===== src/inc/ani_align_regs.svh =====
// constants for align and notify insertion
`ifndef ANI_ALIGN_REGS_SVH
`define ANI_ALIGN_REGS_SVH

// one tolerance primitive within every 64 dwords while originating and not bridging
`define ANI_TOL_SPAN 7'h40
// request point leaves room for the primitive to be queued and sent
`define ANI_TOL_REQ 7'h3E
// throttling: two primitives after 254 non-primitive dwords
`define ANI_THR_SPAN 8'hFE
`define ANI_THR_BURST 2'h2
// rate matching primitives owed per originated data dword
`define ANI_RM_NONE 2'h0
`define ANI_RM_HALF 2'h1
`define ANI_RM_QUARTER 2'h3
// dword width and forwarding buffer depth
`define ANI_DWORD_W 32
`define ANI_FIFO_DEPTH 16

`endif


===== src/inc/ani_pkg.sv =====
// types shared by the align and notify insertion block
package ani_pkg;
    typedef enum logic [1:0] {
        ANI_RATE_1G5,
        ANI_RATE_3G0,
        ANI_RATE_6G0
    } ani_rate_t;
endpackage : ani_pkg


===== src/logic/ani_align_insert.sv =====
// link transmitter that inserts align primitives and deletes received align and notify primitives
`timescale 1ns/100ps
`default_nettype none
`include "ani_align_regs.svh"

module ani_align_insert
    import ani_pkg::*;
#(
    parameter int FIFO_DEPTH = `ANI_FIFO_DEPTH
) (
    // clock and reset
    input wire logic clock,
    input wire logic rst_n,
    // link dword clock pin, sampled here
    input wire logic linkClk,
    // rates and modes
    input wire ani_pkg::ani_rate_t linkRate,
    input wire ani_pkg::ani_rate_t connRate,
    input wire logic stpToTarget,
    input wire logic bridgeMode,
    // connection events, one-cycle pulses
    input wire logic rmStart,
    input wire logic rmStop,
    input wire logic switchToOrig,
    input wire logic switchToFwd,
    // incoming dword stream
    input wire logic inValid,
    output logic inReady,
    input wire logic [`ANI_DWORD_W-1:0] inData,
    input wire logic inPrim,
    // outgoing dword slots
    output logic txValid,
    output logic txPrim,
    output logic [1:0] txAlignSel,
    output logic [`ANI_DWORD_W-1:0] txData,
    output logic originating,
    output logic rmActive
);
    import ani_pkg::*;

    if (FIFO_DEPTH < 4) begin : gDepthCheck
        $error("buffer must hold the dwords arriving during a pair");
    end

    // link clock synchroniser and edge finder
    logic lcS1_q, lcS2_q, lcS3_q;
    logic slot;

    always_ff @(posedge clock) begin
        if (!rst_n) begin
            lcS1_q <= 1'b0;
            lcS2_q <= 1'b0;
            lcS3_q <= 1'b0;
        end else begin
            lcS1_q <= linkClk;
            lcS2_q <= lcS1_q;
            lcS3_q <= lcS2_q;
        end
    end

    assign slot = lcS2_q & ~lcS3_q;

    logic ffInValid, ffInReady, ffOutValid, popFifo;
    logic [`ANI_DWORD_W-1:0] ffOutData;

    assign ffInValid = inValid & ~inPrim;
    assign inReady = ffInReady | inPrim;

    ani_dword_fifo #(
        .WIDTH(`ANI_DWORD_W),
        .DEPTH(FIFO_DEPTH)
    ) u_fifo (
        .clock(clock),
        .rst_n(rst_n),
        .wrValid(ffInValid),
        .wrReady(ffInReady),
        .wrData(inData),
        .rdValid(ffOutValid),
        .rdReady(popFifo),
        .rdData(ffOutData)
    );

    logic orig_q, orig_d, fwdAfter_q, fwdAfter_d;
    logic rmAct_q, rmAct_d;
    logic [1:0] rmRatio_q, rmRatio_d, rmPend_q, rmPend_d;
    logic [6:0] tolCnt_q, tolCnt_d;
    logic tolPend_q, tolPend_d, swPend_q, swPend_d;
    logic [7:0] thrCnt_q, thrCnt_d;
    logic [1:0] thrPend_q, thrPend_d, rot_q, rot_d;
    logic anyPend, sendPrim, tolOn, thrOn, underflow;
    logic [1:0] ratioNow;

    // rate matching ratio from link and connection rates
    // 3,0 link at 1,5 connection owes one primitive per dword
    always_comb begin
        ratioNow = `ANI_RM_NONE;
        if (linkRate == ANI_RATE_3G0 && connRate == ANI_RATE_1G5) begin
            ratioNow = `ANI_RM_HALF;
        end else if (linkRate == ANI_RATE_6G0) begin
            if (connRate == ANI_RATE_3G0) begin
                ratioNow = `ANI_RM_HALF;
            end else if (connRate == ANI_RATE_1G5) begin
                ratioNow = `ANI_RM_QUARTER;
            end
        end
    end

    assign anyPend = tolPend_q | swPend_q | (thrPend_q != 2'h0) |
        (rmPend_q != 2'h0);
    // forwarding underflow always yields a primitive
    assign underflow = slot & ~anyPend & ~ffOutValid;
    assign sendPrim = slot & (anyPend | ~ffOutValid);
    assign popFifo = slot & ~anyPend & ffOutValid;
    // tolerance only while originating and not bridging
    assign tolOn = orig_q & ~bridgeMode;
    assign thrOn = (orig_q & stpToTarget) | bridgeMode;

    always_comb begin
        orig_d = orig_q;
        fwdAfter_d = fwdAfter_q;
        rmAct_d = rmAct_q;
        rmRatio_d = rmRatio_q;
        rmPend_d = rmPend_q;
        tolCnt_d = tolCnt_q;
        tolPend_d = tolPend_q;
        swPend_d = swPend_q;
        thrCnt_d = thrCnt_q;
        thrPend_d = thrPend_q;
        rot_d = rot_q;
        // rotate variants on every primitive sent
        if (sendPrim) begin
            rot_d = rot_q + 2'h1;
        end
        // one primitive retires one source, tolerance first
        if (sendPrim) begin
            if (tolPend_q) begin
                tolPend_d = 1'b0;
                tolCnt_d = 7'h00;
            end else if (swPend_q) begin
                swPend_d = 1'b0;
                tolCnt_d = 7'h00;
                // primitive goes out before forwarding resumes
                if (fwdAfter_q) begin
                    orig_d = 1'b0;
                    fwdAfter_d = 1'b0;
                end
            end else if (thrPend_q != 2'h0) begin
                thrPend_d = thrPend_q - 2'h1;
            end else if (rmPend_q != 2'h0) begin
                rmPend_d = rmPend_q - 2'h1;
            end else begin
                tolCnt_d = 7'h00;
            end
        end
        // tolerance window counted on originated slots
        if (!tolOn) begin
            tolCnt_d = 7'h00;
            tolPend_d = 1'b0;
        end else if (slot && !(sendPrim && (tolPend_q || !anyPend))) begin
            tolCnt_d = tolCnt_q + 7'h01;
            if (tolCnt_q == `ANI_TOL_REQ) begin
                tolPend_d = 1'b1;
            end
        end
        // throttling pair after a run of data dwords
        if (!thrOn) begin
            thrCnt_d = 8'h00;
            thrPend_d = 2'h0;
        end else if (popFifo) begin
            if (thrCnt_q == `ANI_THR_SPAN - 8'h01) begin
                thrCnt_d = 8'h00;
                thrPend_d = `ANI_THR_BURST;
            end else begin
                thrCnt_d = thrCnt_q + 8'h01;
            end
        end else if (underflow && bridgeMode) begin
            // empty buffer: this primitive plus one more back to back
            thrCnt_d = 8'h00;
            thrPend_d = `ANI_THR_BURST - 2'h1;
        end
        // owed primitives per originated data dword
        if (popFifo && orig_q && rmAct_q) begin
            rmPend_d = rmRatio_q;
        end
        // latch the connection rate at connection start
        // stop clears what is still owed
        if (rmStart) begin
            rmAct_d = 1'b1;
            rmRatio_d = ratioNow;
        end else if (rmStop) begin
            rmAct_d = 1'b0;
            rmPend_d = 2'h0;
        end
        // a switch queues one primitive; a new request wins
        if (switchToOrig) begin
            orig_d = 1'b1;
            fwdAfter_d = 1'b0;
            swPend_d = 1'b1;
        end else if (switchToFwd) begin
            fwdAfter_d = 1'b1;
            swPend_d = 1'b1;
        end
    end

    always_ff @(posedge clock) begin
        if (!rst_n) begin
            orig_q <= 1'b1;
            fwdAfter_q <= 1'b0;
            rmAct_q <= 1'b0;
            rmRatio_q <= `ANI_RM_NONE;
            rmPend_q <= 2'h0;
            tolCnt_q <= 7'h00;
            tolPend_q <= 1'b0;
            swPend_q <= 1'b0;
            thrCnt_q <= 8'h00;
            thrPend_q <= 2'h0;
            rot_q <= 2'h0;
        end else begin
            orig_q <= orig_d;
            fwdAfter_q <= fwdAfter_d;
            rmAct_q <= rmAct_d;
            rmRatio_q <= rmRatio_d;
            rmPend_q <= rmPend_d;
            tolCnt_q <= tolCnt_d;
            tolPend_q <= tolPend_d;
            swPend_q <= swPend_d;
            thrCnt_q <= thrCnt_d;
            thrPend_q <= thrPend_d;
            rot_q <= rot_d;
        end
    end

    // registered outputs; only aligns sent, so no notify repeats
    logic txValid_q, txPrim_q, txRm_q, txRm_d;
    logic [1:0] txSel_q, txSel_d;
    logic [`ANI_DWORD_W-1:0] txData_q, txData_d;

    always_comb begin
        txSel_d = sendPrim ? rot_q : txSel_q;
        txData_d = popFifo ? ffOutData : '0;
        txRm_d = popFifo & orig_q & rmAct_q & (rmRatio_q != `ANI_RM_NONE);
    end

    always_ff @(posedge clock) begin
        if (!rst_n) begin
            txValid_q <= 1'b0;
            txPrim_q <= 1'b0;
            txRm_q <= 1'b0;
            txSel_q <= 2'h0;
            txData_q <= '0;
        end else begin
            txValid_q <= slot;
            txPrim_q <= sendPrim;
            txRm_q <= txRm_d;
            txSel_q <= txSel_d;
            txData_q <= txData_d;
        end
    end

    assign txValid = txValid_q;
    assign txPrim = txPrim_q;
    assign txAlignSel = txSel_q;
    assign txData = txData_q;
    assign originating = orig_q;
    assign rmActive = rmAct_q;

    // helper state for the checks below
    logic lastRm_q;
    logic [1:0] prevSel_q;

    always_ff @(posedge clock) begin
        if (!rst_n) begin
            lastRm_q <= 1'b0;
            prevSel_q <= 2'h3;
        end else if (txValid_q) begin
            lastRm_q <= txRm_q;
            if (txPrim_q) begin
                prevSel_q <= txSel_q;
            end
        end
    end

    dropPrim_a: assert property (@(posedge clock) disable iff (!rst_n)
        inValid && inPrim |-> inReady && !ffInValid)
        else $error("received primitive reached the buffer");
    underflowIns_a: assert property (@(posedge clock) disable iff (!rst_n)
        underflow |=> txValid && txPrim && txData == '0)
        else $error("underflow slot did not carry a primitive");
    rmAlternate_a: assert property (@(posedge clock) disable iff (!rst_n)
        txValid_q && txRm_q |-> !lastRm_q)
        else $error("two rate matched data dwords back to back");
    rmBegin_a: assert property (@(posedge clock) disable iff (!rst_n)
        rmStart |=> rmActive && rmRatio_q == $past(ratioNow))
        else $error("rate matching did not start with latched ratio");
    rmEnd_a: assert property (@(posedge clock) disable iff (!rst_n)
        rmStop && !rmStart |=> !rmActive && rmPend_q == 2'h0)
        else $error("rate matching kept running after stop");
    tolGap_a: assert property (@(posedge clock) disable iff (!rst_n)
        tolOn |-> tolCnt_q < `ANI_TOL_SPAN)
        else $error("tolerance window exceeded");
    switchIns_a: assert property (@(posedge clock) disable iff (!rst_n)
        switchToOrig |-> ##[1:60] (txValid && txPrim))
        else $error("no primitive after switching to originating");
    fwdSwitch_a: assert property (@(posedge clock) disable iff (!rst_n)
        $fell(originating) |-> txValid && txPrim)
        else $error("forwarding resumed without a primitive");
    rotation_a: assert property (@(posedge clock) disable iff (!rst_n)
        txValid && txPrim |-> txAlignSel == prevSel_q + 2'h1)
        else $error("align variant out of rotation");
    thrBurst_a: assert property (@(posedge clock) disable iff (!rst_n)
        popFifo && thrOn && thrCnt_q == `ANI_THR_SPAN - 8'h01
        |=> thrPend_q == `ANI_THR_BURST)
        else $error("throttle pair not queued after data run");
endmodule : ani_align_insert

`default_nettype wire


===== src/logic/ani_dword_fifo.sv =====
// dword buffer with valid and ready on both sides
`timescale 1ns/100ps
`default_nettype none

module ani_dword_fifo #(
    parameter int WIDTH = 32,
    parameter int DEPTH = 16
) (
    // clock and reset
    input wire logic clock,
    input wire logic rst_n,
    // fill side
    input wire logic wrValid,
    output logic wrReady,
    input wire logic [WIDTH-1:0] wrData,
    // drain side
    output logic rdValid,
    input wire logic rdReady,
    output logic [WIDTH-1:0] rdData
);
    localparam int AW = $clog2(DEPTH);

    // refused at elaboration: pointer wrap needs a power-of-two depth
    if (DEPTH < 2 || (1 << AW) != DEPTH || WIDTH < 1) begin : gParamCheck
        $error("fifo depth must be a power of two of at least two");
    end

    logic [WIDTH-1:0] mem [DEPTH];
    logic [AW:0] wrPtr_q, wrPtr_d, rdPtr_q, rdPtr_d;
    logic push, pop;

    // full when pointers differ only in the wrap bit
    assign wrReady = (wrPtr_q ^ rdPtr_q) != {1'b1, {AW{1'b0}}};
    assign rdValid = wrPtr_q != rdPtr_q;
    assign rdData = mem[rdPtr_q[AW-1:0]];
    assign push = wrValid & wrReady;
    assign pop = rdReady & rdValid;

    always_comb begin
        wrPtr_d = wrPtr_q + {{AW{1'b0}}, push};
        rdPtr_d = rdPtr_q + {{AW{1'b0}}, pop};
    end

    always_ff @(posedge clock) begin
        if (!rst_n) begin
            wrPtr_q <= '0;
            rdPtr_q <= '0;
        end else begin
            wrPtr_q <= wrPtr_d;
            rdPtr_q <= rdPtr_d;
        end
    end

    // storage needs no reset; only written entries are ever read
    always_ff @(posedge clock) begin
        if (push) begin
            mem[wrPtr_q[AW-1:0]] <= wrData;
        end
    end
endmodule : ani_dword_fifo

`default_nettype wire


===== config.mk =====
export PLATFORM = sky130hd
export DESIGN_NAME = ani_align_insert
export DESIGN_NICKNAME = d
export VERILOG_FILES = /design/src/inc/ani_pkg.sv /design/src/logic/ani_align_insert.sv /design/src/logic/ani_dword_fifo.sv
export VERILOG_INCLUDE_DIRS = /design/src /design/src/inc
export SDC_FILE = /design/constraint.sdc
export NUM_CORES = 1
export LEC_CHECK = 0
export ABC_CLOCK_PERIOD_IN_PS = 4700
export BUFFER_PORTS_ARGS = -buffer_cell sky130_fd_sc_hd__buf_2
export CORE_MARGIN = 5
export CORE_UTILIZATION = 55
export CTS_CLUSTER_DIAMETER = 40
export DETAILED_ROUTE_END_ITERATION = 16
export GPL_ROUTABILITY_DRIVEN = 0
export PLACE_DENSITY = 0.77
export SKIP_LAST_GASP = 1
export SLEW_MARGIN = 10
export SYNTH_ARGS = -nofsm -noshare
export SYNTH_HDL_FRONTEND = slang
export SYNTH_HIERARCHICAL = 1
export SYNTH_SLANG_ARGS = --single-unit

===== constraint.sdc =====
create_clock -name clock -period 4.7 [get_ports clock]
set_input_delay 0.235 -clock clock [delete_from_list [all_inputs] [get_ports clock]]
set_output_delay 0.235 -clock clock [all_outputs]
set_load 0.02 [all_outputs]

==> results of run 1 <==
[power groups by stage]
| stage | Clock [mW] | Combinational, mW | Sequential (mW) |
|---|---|---|---|
| after floorplan | 0 | 0.0876 | 5.83 |
| after global placement | 0 | 0.189 | 5.83 |
| after detailed placement | 0 | 0.201 | 5.83 |
| after CTS | 5.46 | 0.207 | 5.72 |
| after global routing | 5.69 | 0.225 | 5.72 |
| final | 5.36 | 0.206 | 5.72 |
[sequential cells by signal, indices dropped and copies added (netlist names)]
| signal | flops |
|---|---|
| txPrim | 1 |
| rmPend_q | 2 |
| lcS2_q | 1 |
| swPend_q | 1 |
| tolPend_q | 1 |
| rot_q | 2 |
| txData | 32 |
| thrCnt_q | 8 |
| rmActive | 1 |
| thrPend_q | 2 |
| fwdAfter_q | 1 |
| txAlignSel | 2 |
| u_fifo/rdPtr_q | 5 |
| rmRatio_q | 2 |
| u_fifo/wrPtr_q | 5 |
| lcS1_q | 1 |
| u_fifo/mem | 512 |
| tolCnt_q | 7 |
| txValid | 1 |
| lcS3_q | 1 |
| originating | 1 |
[metal layers]
metal  part of all wire, %  GRT usage, %  up-vias
met5                 0.032             0        -
met4                   2.6         6.678        4
met3                   7.1         3.995      103
met2                    50         35.65      467
met1                    40         28.67     6416
li1                      -             -     5370
[final cells by class]
class / count / share of cell area [%]
sequential: 589 / 63.94
multi-input combinational: 583 / 21.28
clock buffer: 92 / 7.525
timing repair buffer: 134 / 3.205
tap: 532 / 2.515
clock inverter: 39 / 1.413
inverter: 8 / 0.1134
antenna: 1 / 0.009454
[placed cells by master (no fill, tap or decap), drive strengths merged, types with 4 or more instances in the layout]
master / count
nand4: 7
clkbuf: 92
nor3: 9
mux4: 64
nor2b: 6
nand3: 8
edfxtp: 512
or2: 5
xnor2: 4
a21oi: 13
dlygate4sd3: 7
and3: 35
nand2b: 8
dfxtp: 77
clkinv: 23
buf: 127
inv: 18
a221oi: 64
ha: 8
a22oi: 33
mux2i: 132
nand2: 54
nor4: 10
nor2: 18
o21ai: 36
and2: 19
xor2: 13
[worst paths after layout]
check / startpoint / to / slack (ns) / cells after the start
max: u_fifo/wrPtr_q[3] / u_fifo/rdPtr_q[4] / 1.33 / 10
min: inData[31] / u_fifo/mem[5][31] / 0.03 / 1
max reg2reg: u_fifo/wrPtr_q[3] / u_fifo/rdPtr_q[4] / 1.33 / 10
min reg2reg: lcS1_q / lcS2_q / 0.44 / 1
[cells by family (layout without fill, tap and decap cells)]
| group | count (synthesis) | count (layout) | synth area share [%] |
|---|---|---|---|
| AOI/OAI and AO/OA | 168 | 168 | 6.136 |
| xor gates and xnor gates | 17 | 17 | 0.6502 |
| adders and majority gates | 8 | 8 | 0.4372 |
| buffers and inverters | 79 | 273 | 2.016 |
| DFF | 589 | 589 | 73.88 |
| muxes | 196 | 196 | 12.06 |
| other | 0 | 1 | 0 |
| and+or+nand+nor | 194 | 194 | 4.819 |
==> run summary, run 1 <==
The max-slew violation total from the final report was 0. After synthesis, the cell types taking the most area are sky130_fd_sc_hd__edfxtp_1 (67%), sky130_fd_sc_hd__dfxtp_1 (6.7%), sky130_fd_sc_hd__mux4_2 (6.3%). The area share of the leading cell type in the synthesized netlist is 67.14%, and the DRC marker count from the first detailed-route iteration is 1,118. The later pin in the worst-skew pair is clocked with a latency of 0.58 ns. The tools report the pin count of the biggest net entering global routing as 99.

The flow ran to the end, and the final reports show no timing, DRC or antenna violations. In this run the count of I/O pins placed on the die edge is 86. The iteration count of the initial detailed-routing pass is 5. The final layout contains 1,442 nets. The number of setup buffers added after CTS is 0.

After the flow finishes, the layout carries non-filler instances totaling 1,978. Power comes to 11.28 mW. In the routed design, unresolved DRC markers number 0. Max-cap violations in this run came to 0. The largest single stage delay on the critical path is 0.95 ns.

The netlist uses 62 different library cells. Synthesis inferred 589 register bits. The final-report hold violation count is 0. Net count after synthesis: 1,306.

The worst setup path is captured at a register. Once the floorplan was initialized, standard cells occupied 55.83% of the core. The worst pin sits at a relative slew slack of 21.35%.

TritonCTS built the clock tree. Of the cells placed in the final design, the portion with a size suffix greater than 1 is 25.40%. After floorplanning, the core was sized to cover 0.04102 mm^2. In this run the static leakage power is 8.674 nW. Data on the critical path is required at its endpoint by 5.17 ns. The run gives 0.2846 mV as the largest voltage drop on the vdd net. The routed design has 49,480 um of wire.

In the routed layout, each cell is associated on average with a via count of 6.249. The wire length of the first global-routing pass is 75,150 um. For this run, the leading register cell type out of synthesis is sky130_fd_sc_hd__edfxtp_1. The analysis attributes to net switching a power of 2.290 mW.

In the synthesized netlist, the number of instances is 1,251. The number of placed instances, taps included, is 1,839. The post-synthesis to final-layout area growth is 15.59%, and the initial antenna violation count is 2. Summing all multi-input logic gate instances after layout gives 0.005632 mm^2. After routing the design area is 0.02647 mm^2. In this run the clock root is driven by a sky130_fd_sc_hd__clkbuf_16. The relative contribution of combinational cells to total power was 1.8%.

The number of buffer and inverter stages on the critical path works out to 0. The number of enable flip-flop cells after synthesis came out at 512. Sequential cells account for 50.7% of the total power. The signal on the critical path passes through xor2_1, nor4_2, nand2b_1, and3_2, and2_1, ha_1, ha_1, nand3_1, xnor2_1, and2_1. The average footprint of a synthesized cell is 18.30 um^2. Setup repair after global routing left no endpoint under its margin. Across the routed clock network, the largest skew measured is 0.01643 ns. Cell area after placement: 0.02403 mm^2. Of all nets on the critical path, the largest fanout is 41. Internal power comes to 8.994 mW. The fraction of the core area covered by cells at the end of the flow is 64.53%, and the total of endpoints with negative setup slack in the final report is 0. After detailed routing, the average wire length per cell comes to 25.01 um. In this design, the largest share of critical-path delay is due to simple AND/OR/NAND/NOR gates. The slowest stage of the critical path is the sky130_fd_sc_hd__and3_2 cell.

The number of levels the H-tree was split into was 3; the worst hold slack was 0.02797 ns. The run gives 0.02290 mm^2 as the combined area of all synthesized cells. For this run, the total global-route usage over all layers was measured as 21.25%. Across all layers, the routed design uses 12,360 vias. In this run the vertical extent of the chip is 214.0 um.

The CTS sink count is 589, and the number of port buffers is 85. The ratio of final minimum period to clock period is 71.62%. The power per standard cell area is 426.3 mW/mm^2. After synthesis, flip-flops and latches occupy 73.88% of the total area. The clock slew at the register clock pins of the worst setup and hold paths is 0.06 ns. The switching power share of the total is 20.29%. For the pin with the worst max-slew slack, the measured transition is 1.180 ns. Total of hold buffers inserted after clock tree synthesis: 7.

sky130_fd_sc_hd__edfxtp_1 takes more of the synthesized area than any other cell. Most instantiated library cell after synthesis: sky130_fd_sc_hd__edfxtp_1. The post-synthesis async set-or-reset flop share works out to 0%.

For the total die area, the log shows 0.04581 mm^2. The worst setup path is launched from a register. For this run the aggregate overflow at the end of global routing stands at 0.

The die width is 214.0 um, and the sum of net half-perimeters after detailed placement is 27,160 um. The type of the most critical hold path is input port to register. Filler cell count: 2,729. Classification of the worst setup path: register to register. Registers take 0.01693 mm^2. The run gives 0 as the number of resized instances in the post-cts repair step.

Setup slack on the critical path of the routed design comes to 1.334 ns. Buffers inserted during clock tree synthesis total 71. The run gives 6 as the synthesis warning total.

The tools report the via count of the first global-routing pass as 12,660. Prior to clock tree synthesis, the placed netlist has a worst setup slack of 1.364 ns. The number of nets still failing antenna checks after routing is 0, and the fmax is 297.1 MHz.

In this run, the clock network consumes 47.5% of the power. After floorplanning, the core was divided into 74 placement rows. After synthesis, the most frequently instantiated cells are sky130_fd_sc_hd__edfxtp_1 (512), sky130_fd_sc_hd__mux2i_1 (132), sky130_fd_sc_hd__dfxtp_1 (77), sky130_fd_sc_hd__mux4_2 (64), sky130_fd_sc_hd__nand2_1 (54). The tools report the number of buffers on the longest clock path as 3. Data on the critical path arrives at its endpoint at 3.84 ns. The total negative slack was 0 ns. The shortest period the worst path allows was 3.366 ns.
Note: power is estimated with default switching activity, not from simulation.
==> run 2: changes to the inputs <==
- ABC_CLOCK_PERIOD_IN_PS: 4700 -> 3250
- PLACE_DENSITY: 0.77 -> 0.74
- clock period: 4.7 -> 3.25 ns (I/O delays scaled with it)
==> run 2 against run 1 <==
  * Hold slack gained 0.019 ns
  * Cell count increased by 2.3%
  * Combinational power increased by 64%
  * Setup slack worse by 0.69 ns
  * Clock power is 44% higher
==> run summary, run 2 (synthesized netlist as in run 1, its figures left out) <==
The run finished with clean final reports. The logs give 1 (was 2) for the initial antenna violation count and 0 ns (unchanged) for the total negative slack. Max-slew violation total from the final report: 0 (unchanged). Sum of net half-perimeters after detailed placement: 27,330 um (was 27,160 um). The tools report the count of max-cap constraint violations as 0 (unchanged). Power per standard cell area: 606.1 mW/mm^2 (was 426.3 mW/mm^2). The number of buffers added by the clock tree synthesis step came out at 70 (was 71). The logs give 2,753 (was 2,729) for the filler cell count and 0.04581 mm^2 (unchanged) for the total die area. The slew of the pin with the lowest slew margin came out at 0.9662 ns (was 1.180 ns). Setup repair after global routing left no endpoint under its margin.

The post-synthesis to final-layout area growth was 17.55% (was 15.59%); the number of DRC violations after detailed routing was 0 (unchanged). The placement row count came out at 74 (unchanged). For the fraction of the core area covered by cells at the end of the flow, the log shows 65.62% (was 64.53%). The critical path data required time was 3.73 ns (was 5.17 ns); the largest voltage drop on the vdd net was 0.5373 mV (was 0.2846 mV). The logs give 0 (unchanged) for the number of nets still failing antenna checks after routing and 0 (unchanged) for the final-report hold violation count. The arrival time reported for the critical path endpoint came out at 3.08 ns (was 3.84 ns).

The insertion delay of the later-clocked pin in the worst-skew pair is 0.60 ns (was 0.58 ns), and the hold-critical path depth is 5 (was 1). The number of flip-flops in the largest register is 512 (unchanged), and the total of endpoints with negative setup slack in the final report is 0 (unchanged). For the wire length of the first global-routing pass, the log shows 75,040 um (was 75,150 um). TritonCTS built the clock tree. The maximum net fanout on the critical path was 9 (was 41); the die width was 214.0 um (unchanged). The tools report the CTS sink count as 589 (unchanged).

The tools report the worst relative slew slack as 35.51% (was 21.35%). The type of origin of the critical path is a register (unchanged). The routed wirelength normalized by instance count came out at 24.06 um (was 25.01 um). The number of levels the H-tree was split into was 3 (unchanged). Most frequent cells in the layout: sky130_fd_sc_hd__edfxtp_1 (512), sky130_fd_sc_hd__mux2i_1 (132), sky130_fd_sc_hd__buf_2 (85) (unchanged). Most common library cell in the layout ignoring fill and taps: sky130_fd_sc_hd__edfxtp_1 (unchanged). The run gives 0.6833 ns (was 1.364 ns) as the worst setup slack before clock tree synthesis. The run gives 21.15% (was 21.25%) as the total routing resource utilization after global routing. The logs give 3 (unchanged) for the number of buffers on the longest clock path and 384.4 MHz (was 297.1 MHz) for the fmax.

The tools report the buffer type at the clock tree root as sky130_fd_sc_hd__clkbuf_16 (unchanged). The total placed cells including tap cells was 1,852 (was 1,839). Type of the most critical hold path: input port to register (unchanged). The classification of the worst setup path was register to register (unchanged). The number of port buffers was 85 (unchanged). Kind of capture point of the worst setup path: a register (unchanged). For the aggregate routed wire length, the log shows 48,690 um (was 49,480 um). The height of the die is 214.0 um (unchanged), and the post-layout instance count excluding filler cells is 2,024 (was 1,978). The logs give 86 (unchanged) for the number of placed I/O pins and 0.6485 ns (was 1.334 ns) for the final worst setup slack. Ratio of final minimum period to clock period: 80.05% (was 71.62%). The core outline area is 0.04102 mm^2 (unchanged), and the DRC marker count from the first detailed-route iteration is 1,078 (was 1,118). The effective utilization at floorplan is 55.83% (unchanged), and the total global routing overflow is 0 (unchanged). The shortest period the worst path allows was 2.602 ns (was 3.366 ns); the iteration count of the initial detailed-routing pass was 5 (unchanged). For the setup clock skew after layout, the log shows 0.02555 ns (was 0.01643 ns).

The total number of nets in the final design is 1,489 (was 1,442). The logs give 0 (unchanged) for the number of resized instances in the post-cts repair step and 12,260 (was 12,360) for the total vias in the final route. The cell leakage power was 8.869 nW (was 8.674 nW). Antenna diode instance count: 0 (was 1). The via count of the first global-routing pass is 12,660 (about the same).

The vias per cell was 6.057 (was 6.249); the pin count of the biggest net entering global routing was 55 (was 99). The depth of the worst register-to-register path is 10 (unchanged), and the proportion of layout cells with a drive suffix above 1 is 25.27% (was 25.40%). The clock slew at the register clock pins of the worst setup and hold paths came out at 0.05 ns (was 0.06 ns).
run 2: changes by cell type in the layout (fill, tap and decap cells not counted), moves of 4 or more:
cell / delta
sky130_fd_sc_hd__clkbuf_16: -5
sky130_fd_sc_hd__nor4_2: -5
sky130_fd_sc_hd__clkinvlp_4: +4
sky130_fd_sc_hd__dlygate4sd3_1: +35
sky130_fd_sc_hd__clkinv_4: -8
sky130_fd_sc_hd__buf_4: +15
sky130_fd_sc_hd__nor4_4: +5
run 2: worst max-delay path, stage by stage (launching register included):
cell and delay (ns):
sky130_fd_sc_hd__dfxtp_1 0.59, sky130_fd_sc_hd__xor2_1 0.14, sky130_fd_sc_hd__nor4_2 0.39, sky130_fd_sc_hd__nand2b_1 0.25, sky130_fd_sc_hd__and3_2 0.25, sky130_fd_sc_hd__and2_1 0.14, sky130_fd_sc_hd__ha_1 0.19, sky130_fd_sc_hd__ha_1 0.22
sky130_fd_sc_hd__nand3_1 0.11, sky130_fd_sc_hd__xnor2_1 0.07, sky130_fd_sc_hd__and2_1 0.15
run 2: per-layer routing:
layer | track usage, % | routed length [um] | part of all wire, % | vias up
met2 | 34.81 | 24110 | 50 | 399
met4 | 5.970 | 1103 | 2.3 | 0
li1 | - | - | - | 5449
met5 | 0 | 0 | 0 | -
met3 | 4.250 | 3500 | 7.2 | 94
met1 | 29.27 | 19980 | 41 | 6317
run 2: cell type report:
| cell class | instances | area [um^2] | share of cell area (%) |
|---|---|---|---|
| Timing Repair Buffer | 182 | 1271 | 4.723 |
| Clock inverter | 42 | 480.5 | 1.785 |
| Inverter | 8 | 30.03 | 0.1116 |
| Sequential cell | 589 | 16930 | 62.88 |
| Multi-Input combinational cell | 583 | 5693 | 21.15 |
| Tap cell | 532 | 665.6 | 2.473 |
| Clock buffer | 88 | 1851 | 6.875 |
run 2: what timing repair did:
item / CTS / global route
setup buffers: 0 / 0
endpoints found under the hold margin: 521 / 0
hold buffers: 42 / 0
run 2: worst paths after layout:
check | start | endpoint | slack [ns]
worst min-delay path | linkRate[1] | rmRatio_q[0] | 0.05
worst min register to register | lcS1_q | lcS2_q | 0.46
worst max register to register | u_fifo/wrPtr_q[1] | u_fifo/rdPtr_q[4] | 0.65
worst max-delay path | u_fifo/wrPtr_q[1] | u_fifo/rdPtr_q[4] | 0.65
run 2: through the flow:
step | hold WS (ns) | area, um^2 | power, mW
2_1_floorplan | 0.2614 | 22940 | 8.565
6_report | 0.04742 | 26920 | 16.31
5_1_grt | 0.09157 | 26920 | 16.83
4_1_cts | 0.02968 | 26920 | 16.45
3_3_place_gp | 0.3893 | 24160 | 8.717
3_5_place_dp | 0.3848 | 24160 | 8.732
run 2: power breakdown:
group / leakage (nW) / switching, mW / internal (mW)
logic: 2.51 / 0.210 / 0.128
registers: 5.24 / 0.0196 / 8.26
clock network: 1.12 / 3.08 / 4.62
